<file path="src/inc/adsq_pkg.sv">
// Constants, register layout and carrier types for the converter sequencer.
// Assumes one system clock that also paces the converter.
// Functional notes
// RULE_01 - Each conversion yields an eight-bit result.
// RULE_02 - Sampled input resolved bit by bit, successively.
// RULE_03 - Three-bit field picks one of eight inputs.
// RULE_04 - Writing one to start bit begins conversion.
// RULE_05 - Start bit clears itself after one cycle.
// RULE_06 - Completion loads result, sets done and flag.
// RULE_07 - Done bit reads zero while converting.
// RULE_08 - Conversion lasts twenty-one times six clocks; the sequencer takes 127 clocks from sample start to done.
// RULE_09 - Software powers converter off before power-down.
// RULE_10 - Software stays quiet during a conversion.
// RULE_11 - Software sets analog pins to input mode.
// RULE_12 - Software writes zero to reserved control bits.
// RULE_13 - Interrupt flag cleared only by software.
// RULE_14 - Result holds until next completion, reads harmless.
package adsq_pkg;
  localparam int unsigned RES_W = 8;
  localparam int unsigned CH_W = 3;
  localparam logic [7:0] CTRL_ADDR = 8'h84;
  localparam logic [7:0] RESULT_ADDR = 8'h85;
  localparam int unsigned POWER_BIT = 6;
  localparam int unsigned CH_LSB = 2;
  localparam int unsigned GO_BIT = 1;
  localparam int unsigned DONE_BIT = 0;
  localparam logic [7:0] CTRL_RESET = 8'h00;
  localparam logic [7:0] RESULT_RESET = 8'h00;
  localparam int unsigned CONV_MULT = 21;
  localparam int unsigned CONV_DIV = 6;
  localparam int unsigned CONV_CYCLES = CONV_MULT * CONV_DIV;
  localparam int unsigned STEP_CYCLES = CONV_CYCLES / (RES_W + 6);
  localparam int unsigned SAMPLE_CYCLES = CONV_CYCLES - RES_W * STEP_CYCLES;
  localparam int unsigned CNT_W = 7;

  typedef struct packed {
    logic [7:0] addr;
    logic [7:0] wdata;
    logic wr;
    logic rd;
  } adsq_sfr_req_t;

  typedef struct packed {
    logic power_on;
    logic [CH_W-1:0] channel;
  } adsq_analog_t;
endpackage

</file>
<file path="src/rtl/adsq_sar.sv">
// Successive-approximation register: one trial bit resolved per step.
// Assumes the comparator input is settled when step_in is high.
`timescale 1ns/1ps
`default_nettype none
module adsq_sar #(
  parameter int unsigned WIDTH = 8
) (
  input wire logic clock_in,
  input wire logic resetn_in,
  input wire logic ce_in,
  input wire logic load_in,
  input wire logic step_in,
  input wire logic comp_in,
  output logic [WIDTH-1:0] trial_out,
  output logic [WIDTH-1:0] result_out,
  output logic done_out
);
  // The first trial code needs a set top bit above at least one cleared bit.
  if (WIDTH < 2) begin : g_bad_width
    $error("adsq_sar needs a width of at least two bits");
  end

  logic [WIDTH-1:0] trial_ff;
  logic [WIDTH-1:0] mask_ff;
  logic [WIDTH-1:0] result_ff;
  logic done_ff;
  wire logic [WIDTH-1:0] kept = comp_in ? trial_ff : (trial_ff & ~mask_ff);
  wire logic [WIDTH-1:0] nxt_mask = mask_ff >> 1;
  wire logic [WIDTH-1:0] msb = {1'b1, {(WIDTH-1){1'b0}}};
  wire logic last_step = step_in && mask_ff[0];

  // The comparator high means the held input is at or above the trial level.
  always_ff @(posedge clock_in) begin
    if (!resetn_in) begin
      trial_ff <= '0;
      mask_ff <= '0;
      result_ff <= '0;
      done_ff <= 1'b0;
    end else if (ce_in) begin
      done_ff <= last_step;
      if (load_in) begin
        trial_ff <= msb;
        mask_ff <= msb;
      end else if (step_in && mask_ff != '0) begin
        trial_ff <= kept | nxt_mask; // RULE_02
        mask_ff <= nxt_mask;
      end
      if (last_step) begin
        result_ff <= kept; // RULE_01
      end
    end
  end

  assign trial_out = trial_ff;
  assign result_out = result_ff;
  assign done_out = done_ff;
endmodule
`default_nettype wire

</file>
<file path="src/rtl/adsq_ctrl.sv">
// Converter sequencer: control and result registers, channel select,
// sample phase and stepping of the approximation register.
// Assumes a special function register port synchronous to clock_in and an
// external ladder and comparator fed from trial_code_out.
`timescale 1ns/1ps
`default_nettype none
module adsq_ctrl #(
  parameter int unsigned RES_WIDTH = 8,
  parameter int unsigned CHANNELS = 8
) (
  input wire logic clock_in,
  input wire logic resetn_in,
  input wire logic ce_in,
  input wire adsq_pkg::adsq_sfr_req_t sfr_req_in,
  input wire logic comparator_in,
  input wire logic irq_flag_set_in,
  input wire logic irq_flag_clear_in,
  output logic [7:0] sfr_rdata_out,
  output adsq_pkg::adsq_analog_t analog_out,
  output logic sample_hold_out,
  output logic [RES_WIDTH-1:0] trial_code_out,
  output logic converter_irq_request_out
);
  import adsq_pkg::*;

  if (RES_WIDTH != RES_W || CHANNELS != (1 << CH_W)) begin : g_bad_params
    $error("adsq_ctrl supports only an 8-bit result and eight channels");
  end

  typedef enum logic [2:0] {
    ST_IDLE = 3'b001,
    ST_SAMPLE = 3'b010,
    ST_CONVERT = 3'b100
  } adsq_state_t;

  localparam logic [CNT_W-1:0] SAMPLE_LAST = CNT_W'(SAMPLE_CYCLES - 1);
  localparam logic [CNT_W-1:0] STEP_LAST = CNT_W'(STEP_CYCLES - 1);

  adsq_state_t state_ff;
  adsq_state_t nxt_state;
  logic [CNT_W-1:0] cnt_ff;
  logic [CNT_W-1:0] nxt_cnt;
  logic power_on_ff;
  logic [CH_W-1:0] channel_ff;
  logic conversion_go_ff;
  logic conversion_done_ff;
  logic converter_irq_flag_ff;
  logic [7:0] rdata_ff;
  logic sample_hold_ff;
  logic [RES_WIDTH-1:0] result_value;
  logic sar_done;

  // Register decode.
  wire logic ctrl_wr = sfr_req_in.wr && (sfr_req_in.addr == CTRL_ADDR);
  wire logic ctrl_rd = sfr_req_in.rd && (sfr_req_in.addr == CTRL_ADDR);
  wire logic result_rd = sfr_req_in.rd && (sfr_req_in.addr == RESULT_ADDR);
  wire logic go_written = ctrl_wr && sfr_req_in.wdata[GO_BIT]; // RULE_04
  wire logic idle = (state_ff == ST_IDLE);

  // A start is honoured only when powered and idle; a start during a running
  // conversion would corrupt the held sample, so it is dropped instead.
  wire logic start_conv = conversion_go_ff && power_on_ff && idle;
  wire logic in_sample = (state_ff == ST_SAMPLE);
  wire logic in_convert = (state_ff == ST_CONVERT);
  wire logic sample_end = in_sample && (cnt_ff == SAMPLE_LAST);
  wire logic step_pulse = in_convert && (cnt_ff == STEP_LAST);

  wire logic [7:0] ctrl_view = {1'b0, power_on_ff, 1'b0, channel_ff,
                                conversion_go_ff, conversion_done_ff};
  wire logic [7:0] result_view = result_value; // RULE_14
  wire logic [7:0] read_mux = ctrl_rd ? ctrl_view :
                              (result_rd ? result_view : 8'h00);

  // Sequencing: sample phase, then one approximation step per interval.
  always_comb begin
    nxt_state = state_ff;
    nxt_cnt = cnt_ff;
    case (state_ff)
      ST_IDLE: begin
        nxt_cnt = '0;
        if (start_conv) begin
          nxt_state = ST_SAMPLE;
        end
      end
      ST_SAMPLE: begin
        if (sample_end) begin
          nxt_state = ST_CONVERT;
          nxt_cnt = '0;
        end else begin
          nxt_cnt = cnt_ff + CNT_W'(1);
        end
      end
      ST_CONVERT: begin
        if (sar_done) begin
          nxt_state = ST_IDLE; // RULE_08
          nxt_cnt = '0;
        end else if (step_pulse) begin
          nxt_cnt = '0;
        end else begin
          nxt_cnt = cnt_ff + CNT_W'(1);
        end
      end
      default: begin
        nxt_state = ST_IDLE;
        nxt_cnt = '0;
      end
    endcase
  end

  always_ff @(posedge clock_in) begin
    if (!resetn_in) begin
      state_ff <= ST_IDLE;
      cnt_ff <= '0;
      sample_hold_ff <= 1'b0;
    end else if (ce_in) begin
      state_ff <= nxt_state;
      cnt_ff <= nxt_cnt;
      sample_hold_ff <= (nxt_state == ST_SAMPLE);
    end
  end

  // Control fields. Reserved bits are not stored and read back as zero.
  always_ff @(posedge clock_in) begin
    if (!resetn_in) begin
      power_on_ff <= CTRL_RESET[POWER_BIT];
      channel_ff <= CTRL_RESET[CH_LSB +: CH_W];
    end else if (ce_in && ctrl_wr) begin
      power_on_ff <= sfr_req_in.wdata[POWER_BIT];
      channel_ff <= sfr_req_in.wdata[CH_LSB +: CH_W]; // RULE_03
    end
  end

  // The start bit is a one-cycle pulse whatever software does next.
  always_ff @(posedge clock_in) begin
    if (!resetn_in) begin
      conversion_go_ff <= CTRL_RESET[GO_BIT];
    end else if (ce_in) begin
      conversion_go_ff <= go_written && !conversion_go_ff; // RULE_05
    end
  end

  // Done reads zero from the start of a conversion until its completion.
  always_ff @(posedge clock_in) begin
    if (!resetn_in) begin
      conversion_done_ff <= CTRL_RESET[DONE_BIT];
    end else if (ce_in) begin
      if (sar_done) begin
        conversion_done_ff <= 1'b1; // RULE_06
      end else if (start_conv) begin
        conversion_done_ff <= 1'b0; // RULE_07
      end
    end
  end

  // The flag survives interrupt entry; only the clear input removes it, and
  // a completion in the same cycle as a clear keeps it set.
  always_ff @(posedge clock_in) begin
    if (!resetn_in) begin
      converter_irq_flag_ff <= 1'b0;
    end else if (ce_in) begin
      if (sar_done || irq_flag_set_in) begin
        converter_irq_flag_ff <= 1'b1; // RULE_06
      end else if (irq_flag_clear_in) begin
        converter_irq_flag_ff <= 1'b0; // RULE_13
      end
    end
  end

  // Read data is registered; reads never change any state.
  always_ff @(posedge clock_in) begin
    if (!resetn_in) begin
      rdata_ff <= 8'h00;
    end else if (ce_in) begin
      rdata_ff <= read_mux;
    end
  end

  adsq_sar #(
    .WIDTH(RES_WIDTH)
  ) u_sar (
    .clock_in(clock_in),
    .resetn_in(resetn_in),
    .ce_in(ce_in),
    .load_in(start_conv),
    .step_in(step_pulse),
    .comp_in(comparator_in),
    .trial_out(trial_code_out),
    .result_out(result_value),
    .done_out(sar_done)
  );

  assign sfr_rdata_out = rdata_ff;
  assign analog_out = '{power_on: power_on_ff, channel: channel_ff};
  assign sample_hold_out = sample_hold_ff;
  assign converter_irq_request_out = converter_irq_flag_ff;
endmodule
`default_nettype wire

</file>
<file path="config.mk">
export PLATFORM = sky130hd
export DESIGN_NAME = adsq_ctrl
export DESIGN_NICKNAME = d
export VERILOG_FILES = /design/src/inc/adsq_pkg.sv /design/src/rtl/adsq_sar.sv /design/src/rtl/adsq_ctrl.sv
export SDC_FILE = /design/constraint.sdc
export NUM_CORES = 1
export LEC_CHECK = 0
export ABC_AREA = 1
export BUFFER_PORTS_ARGS = -buffer_cell sky130_fd_sc_hd__buf_2
export CAP_MARGIN = 20
export CELL_PAD_IN_SITES_DETAIL_PLACEMENT = 0
export CELL_PAD_IN_SITES_GLOBAL_PLACEMENT = 1
export CORE_ASPECT_RATIO = 0.75
export CORE_MARGIN = 2
export CORE_UTILIZATION = 40
export CTS_BUF_LIST = sky130_fd_sc_hd__clkbuf_8
export CTS_CLUSTER_DIAMETER = 200
export DETAILED_ROUTE_END_ITERATION = 8
export HOLD_SLACK_MARGIN = 0.08
export PLACE_DENSITY_LB_ADDON = 0.1
export SETUP_SLACK_MARGIN = 0.4
export SLEW_MARGIN = 20
export SYNTH_ARGS = -nofsm -noshare
export SYNTH_HDL_FRONTEND = slang
export SYNTH_HIERARCHICAL = 1
export SYNTH_SLANG_ARGS = --single-unit
</file>
<file path="constraint.sdc">
create_clock -name clock_in -period 1.75 [get_ports clock_in]
set_clock_uncertainty 0.1 [all_clocks]
set_input_delay 0.35 -clock clock_in [delete_from_list [all_inputs] [get_ports clock_in]]
set_output_delay 0.35 -clock clock_in [all_outputs]
set_load 0.05 [all_outputs]
</file>
==> impl_metrics.yaml <==
yosys:
  synthesis.area_mm2: 0.00249
  cell_taking_the_most_area_after_synthesis: "sky130_fd_sc_hd__dfxtp_1"
  ys_async_sr_fraction_pct: 0
  synth_cell_type_count: 26
  postSynth.topFlopCell: "sky130_fd_sc_hd__dfxtp_1"
  synth_top_cells_by_area: "sky130_fd_sc_hd__dfxtp_1, sky130_fd_sc_hd__nor2_1, sky130_fd_sc_hd__nand2_1"
  synth.yosys.seq_area_share_pct: 40.9
  yosys.cell_count.top_type: "sky130_fd_sc_hd__nor2_1"
  postSynthRegisterBits: 51
  syn-mean-instance-area_um2: 6.67
  syn_nets: 401
  synth_edf_count: 0
  netlist_top_cells_count: "sky130_fd_sc_hd__nor2_1, sky130_fd_sc_hd__nand2_1, sky130_fd_sc_hd__dfxtp_1"
  synth_cells: 374
  synthDominantCellAreaShare_pct: 40.9
  synth-warning-count: 6
place:
  post_dp_cell_area_mm2: 0.00284
  hpwlAfterDp_mm: 4.47
  globalplace.congestion: 0.805
  numPortBuffers: 42
  dp.cells: 492
die:
  floorplan.initialDensity_pct: 42.2
  coreArea_mm2: 0.00592
  die_h_um: 72.4
  i_o_pin_cnt: 46
  die_area_mm2: 0.00689
  die_x_um: 95.2
  num_rows: 24
detailed_routing:
  drtAntennaViolNets: 0
  drt-vias-per-instance: 4.84
  detail_route.wl_per_cell_um: 12.9
  vias_post_dr: 2486
  remaining_routing_drc_violations: 0
  detailedRoute.firstIterationViolations: 148
  wl_mm: 6.62
  number_of_iterations_in_the_first_detailed_routing_pass: 5
final_layout:
  stdcell_count: 514
  final_cell_area_mm2: 0.00342
  layout.filler_cells: 581
  syn_to_final_growth_pct: 37.2
  regArea_mm2: 0.00104
  finish.net_count: 462
  final_util_pct: 57.8
  multi_input_area_mm2: 0.00137
  antenna_cells_inserted: 0
  fraction_of_final_layout_cells_sized_beyond_drive_strength_1_pct: 30.5
setup_path:
  critical_path.endpoint_type: "register"
  regToRegStartpoint: "cnt_ff[0]"
  worst_r2r_path_depth: 12
  critical-path-slowest-cell: "sky130_fd_sc_hd__dfxtp_2"
  startpoint_type: "register"
  crit_type: "reg2reg"
  worstPathCellList: "inv_2, ha_4, inv_2, nor2_2, nand3_2, nor2_2, nand2_2, inv_2, o21ai_4, clkbuf_16, a21oi_1, nor2_1"
  r2r_end: "u_sar/mask_ff[4]"
  crit_top_cell: "sky130_fd_sc_hd__inv_2"
  worst_r2r_setup_slack_ns: 0.05
  critical_path_buf_inv_count: 4
  worstPathRequired_ns: 1.87
  worst-endpoint-arrival_ns: 1.81
  critical_path.top_delay_family: "simple AND/OR/NAND/NOR gates"
  critical_path_peak_fanout: 10
  worst_path_largest_cell_delay_ns: 0.33
power_and_ir_drop:
  worst_supply_voltage_drop_on_vdd_mv: 0.453
  finalPower_mw: 2.34
  powerDensity_mw_per_mm2: 684
  seq_power_share_pct: 50.4
  power_switching_share_pct: 22.8
  switchingPower_mw: 0.535
  clkPwrFrac_pct: 41.6
  power.static_leakage_nw: 1.62
  comb_power_share_pct: 8.0
  power_report.internal_total_mw: 1.81
timing:
  report.final.slew_viol_count: 0
  period_minus_slack_ns: 1.70
  max_clock_freq_mhz: 589
  rsz0062_at_grt: "true"
  whs_ns: 0.159
  finalHoldViolCount: 0
  period_utilization_pct: 97.0
  setup_violations: 0
  worst-slew-pin-transition_ns: 0.370
  max_slew_margin_pct: 75.1
hold_path:
  min_delay_path_depth: 3
  min-delay-start: "sfr_req_in[5]"
  worst_hold_path.endpoint: "channel_ff[1]"
  worst_hold_path_type: "in2reg"
clock_tree:
  ctsLongestPathBuffers: 2
  clk_root_buffer_cell: "sky130_fd_sc_hd__clkbuf_8"
  cts_max_level: 2
  number_of_sinks_handled_by_clock_tree_synthesis: 51
  number_of_buffers_inserted_during_clock_tree_synthesis: 5
  post_cts_clock_slew_at_the_launch_and_capture_registers_of_the_worst_setup_and_hold_paths_ns: 0.10
  tritoncts_clock_tree: "done"
  insertion_delay_ns: 0.31
  hold_buffers: 0
grt:
  grt_start_max_net_pins: 22
  first_global_vias: 2192
  global_route.overflow_total: 0
  grt_antenna_before_repair: 0
  grt_pass1_wl_mm: 10.5
  grt_use_total_pct: 19.6
outcome:
  status: "finished clean"
run:
  drv_cap: 0
[kinds of logic (layout without fill, tap and decap cells)]
logic type | count (synthesis) | after routing | share of synthesized area (%)
simple gates | 193 | 194 | 32.9
compound gates | 64 | 64 | 13.4
buf+inv | 61 | 122 | 10.5
flops | 51 | 51 | 40.9
fa+ha+maj | 3 | 3 | 1.51
xor+xnor | 2 | 2 | 0.703
[worst max path at each step]
stage	to	slack, ns	from	cells past startpoint
3_3_place_gp	u_sar/mask_ff[2]	0.02	cnt_ff[1]	13
3_5_place_dp	u_sar/trial_out[5]	-0.03	cnt_ff[1]	13
2_1_floorplan	u_sar/trial_out[0]	0.25	cnt_ff[0]	14
4_1_cts	u_sar/trial_out[2]	0.06	cnt_ff[0]	12
6_report	u_sar/mask_ff[4]	0.05	cnt_ff[0]	12
5_1_grt	u_sar/trial_out[1]	-0.09	cnt_ff[0]	13
[repair_timing]
action | in CTS | in global routing
endpoints found under the setup margin | 56 | 54
pin swaps | 9 | 10
resized for setup | 53 | 43
setup buffers | 4 | 6
gates cloned | 1 | 3
[cell usage in the layout, fill, tap and decap left out, types with 6 or more instances in the layout]
cell type / count
sky130_fd_sc_hd__inv_2: 9
sky130_fd_sc_hd__nand2_2: 6
sky130_fd_sc_hd__a21oi_1: 27
sky130_fd_sc_hd__nor2_1: 75
sky130_fd_sc_hd__nand3_1: 14
sky130_fd_sc_hd__nand2_1: 69
sky130_fd_sc_hd__o21ai_0: 21
sky130_fd_sc_hd__inv_1: 36
sky130_fd_sc_hd__dfxtp_2: 13
sky130_fd_sc_hd__buf_6: 17
sky130_fd_sc_hd__buf_2: 20
sky130_fd_sc_hd__buf_4: 26
sky130_fd_sc_hd__dfxtp_1: 38
[sequential cells by signal, summed over array words and instances (netlist names)]
signal,cells
sfr_rdata_out,8
u_sar/mask_ff,8
u_sar/result_out,8
u_sar/trial_out,8
cnt_ff,7
channel_ff,3
state_ff,3
conversion_done_ff,1
conversion_go_ff,1
converter_irq_request_out,1
power_on_ff,1
sample_hold_out,1
u_sar/done_out,1
[worst register-to-register path, cell delays in order (launching register included)]
cell                        delay, ns
sky130_fd_sc_hd__dfxtp_2         0.33
sky130_fd_sc_hd__inv_2           0.07
sky130_fd_sc_hd__ha_4            0.13
sky130_fd_sc_hd__inv_2           0.03
sky130_fd_sc_hd__nor2_2          0.08
sky130_fd_sc_hd__nand3_2         0.09
sky130_fd_sc_hd__nor2_2          0.13
sky130_fd_sc_hd__nand2_2         0.08
sky130_fd_sc_hd__inv_2           0.08
sky130_fd_sc_hd__o21ai_4         0.11
sky130_fd_sc_hd__clkbuf_16       0.19
sky130_fd_sc_hd__a21oi_1         0.12
sky130_fd_sc_hd__nor2_1          0.06
[metrics by stage]
stage	setup TNS [ns]	setup WS (ns)
after floorplan	0	0.248
after global placement	0	0.0221
after detailed placement	-0.110	-0.0285
after CTS	0	0.0641
after global routing	-1.05	-0.0901
final	0	0.0518
[power groups by stage]
stage / registers, mW / logic (mW) / clock network, mW
floorplan: 1.23 / 0.0690 / 0
detailed placement: 1.20 / 0.160 / 0
global route: 1.18 / 0.207 / 1.05
finish: 1.18 / 0.187 / 0.975
global placement: 1.20 / 0.160 / 0
CTS: 1.18 / 0.177 / 0.995
[metal layers]
layer	wire [um]	track usage, %	part of all wire [%]
met1	3630	29.0	55
met2	2560	28.3	39
met3	366	5.40	5.5
met4	55	4.35	0.83
met5	0	0	0
[layout make-up]
class                   count  share of cell area (%)
repair buffers             69                    18.0
inverters                  45                    4.94
multi-input cells         263                    40.0
flip-flops and latches     51                    30.3
well taps                  78                    2.85
clock buffers               5                    2.01
clock inverters             3                    1.86
No activity file was read; power rests on OpenSTA's default activity.
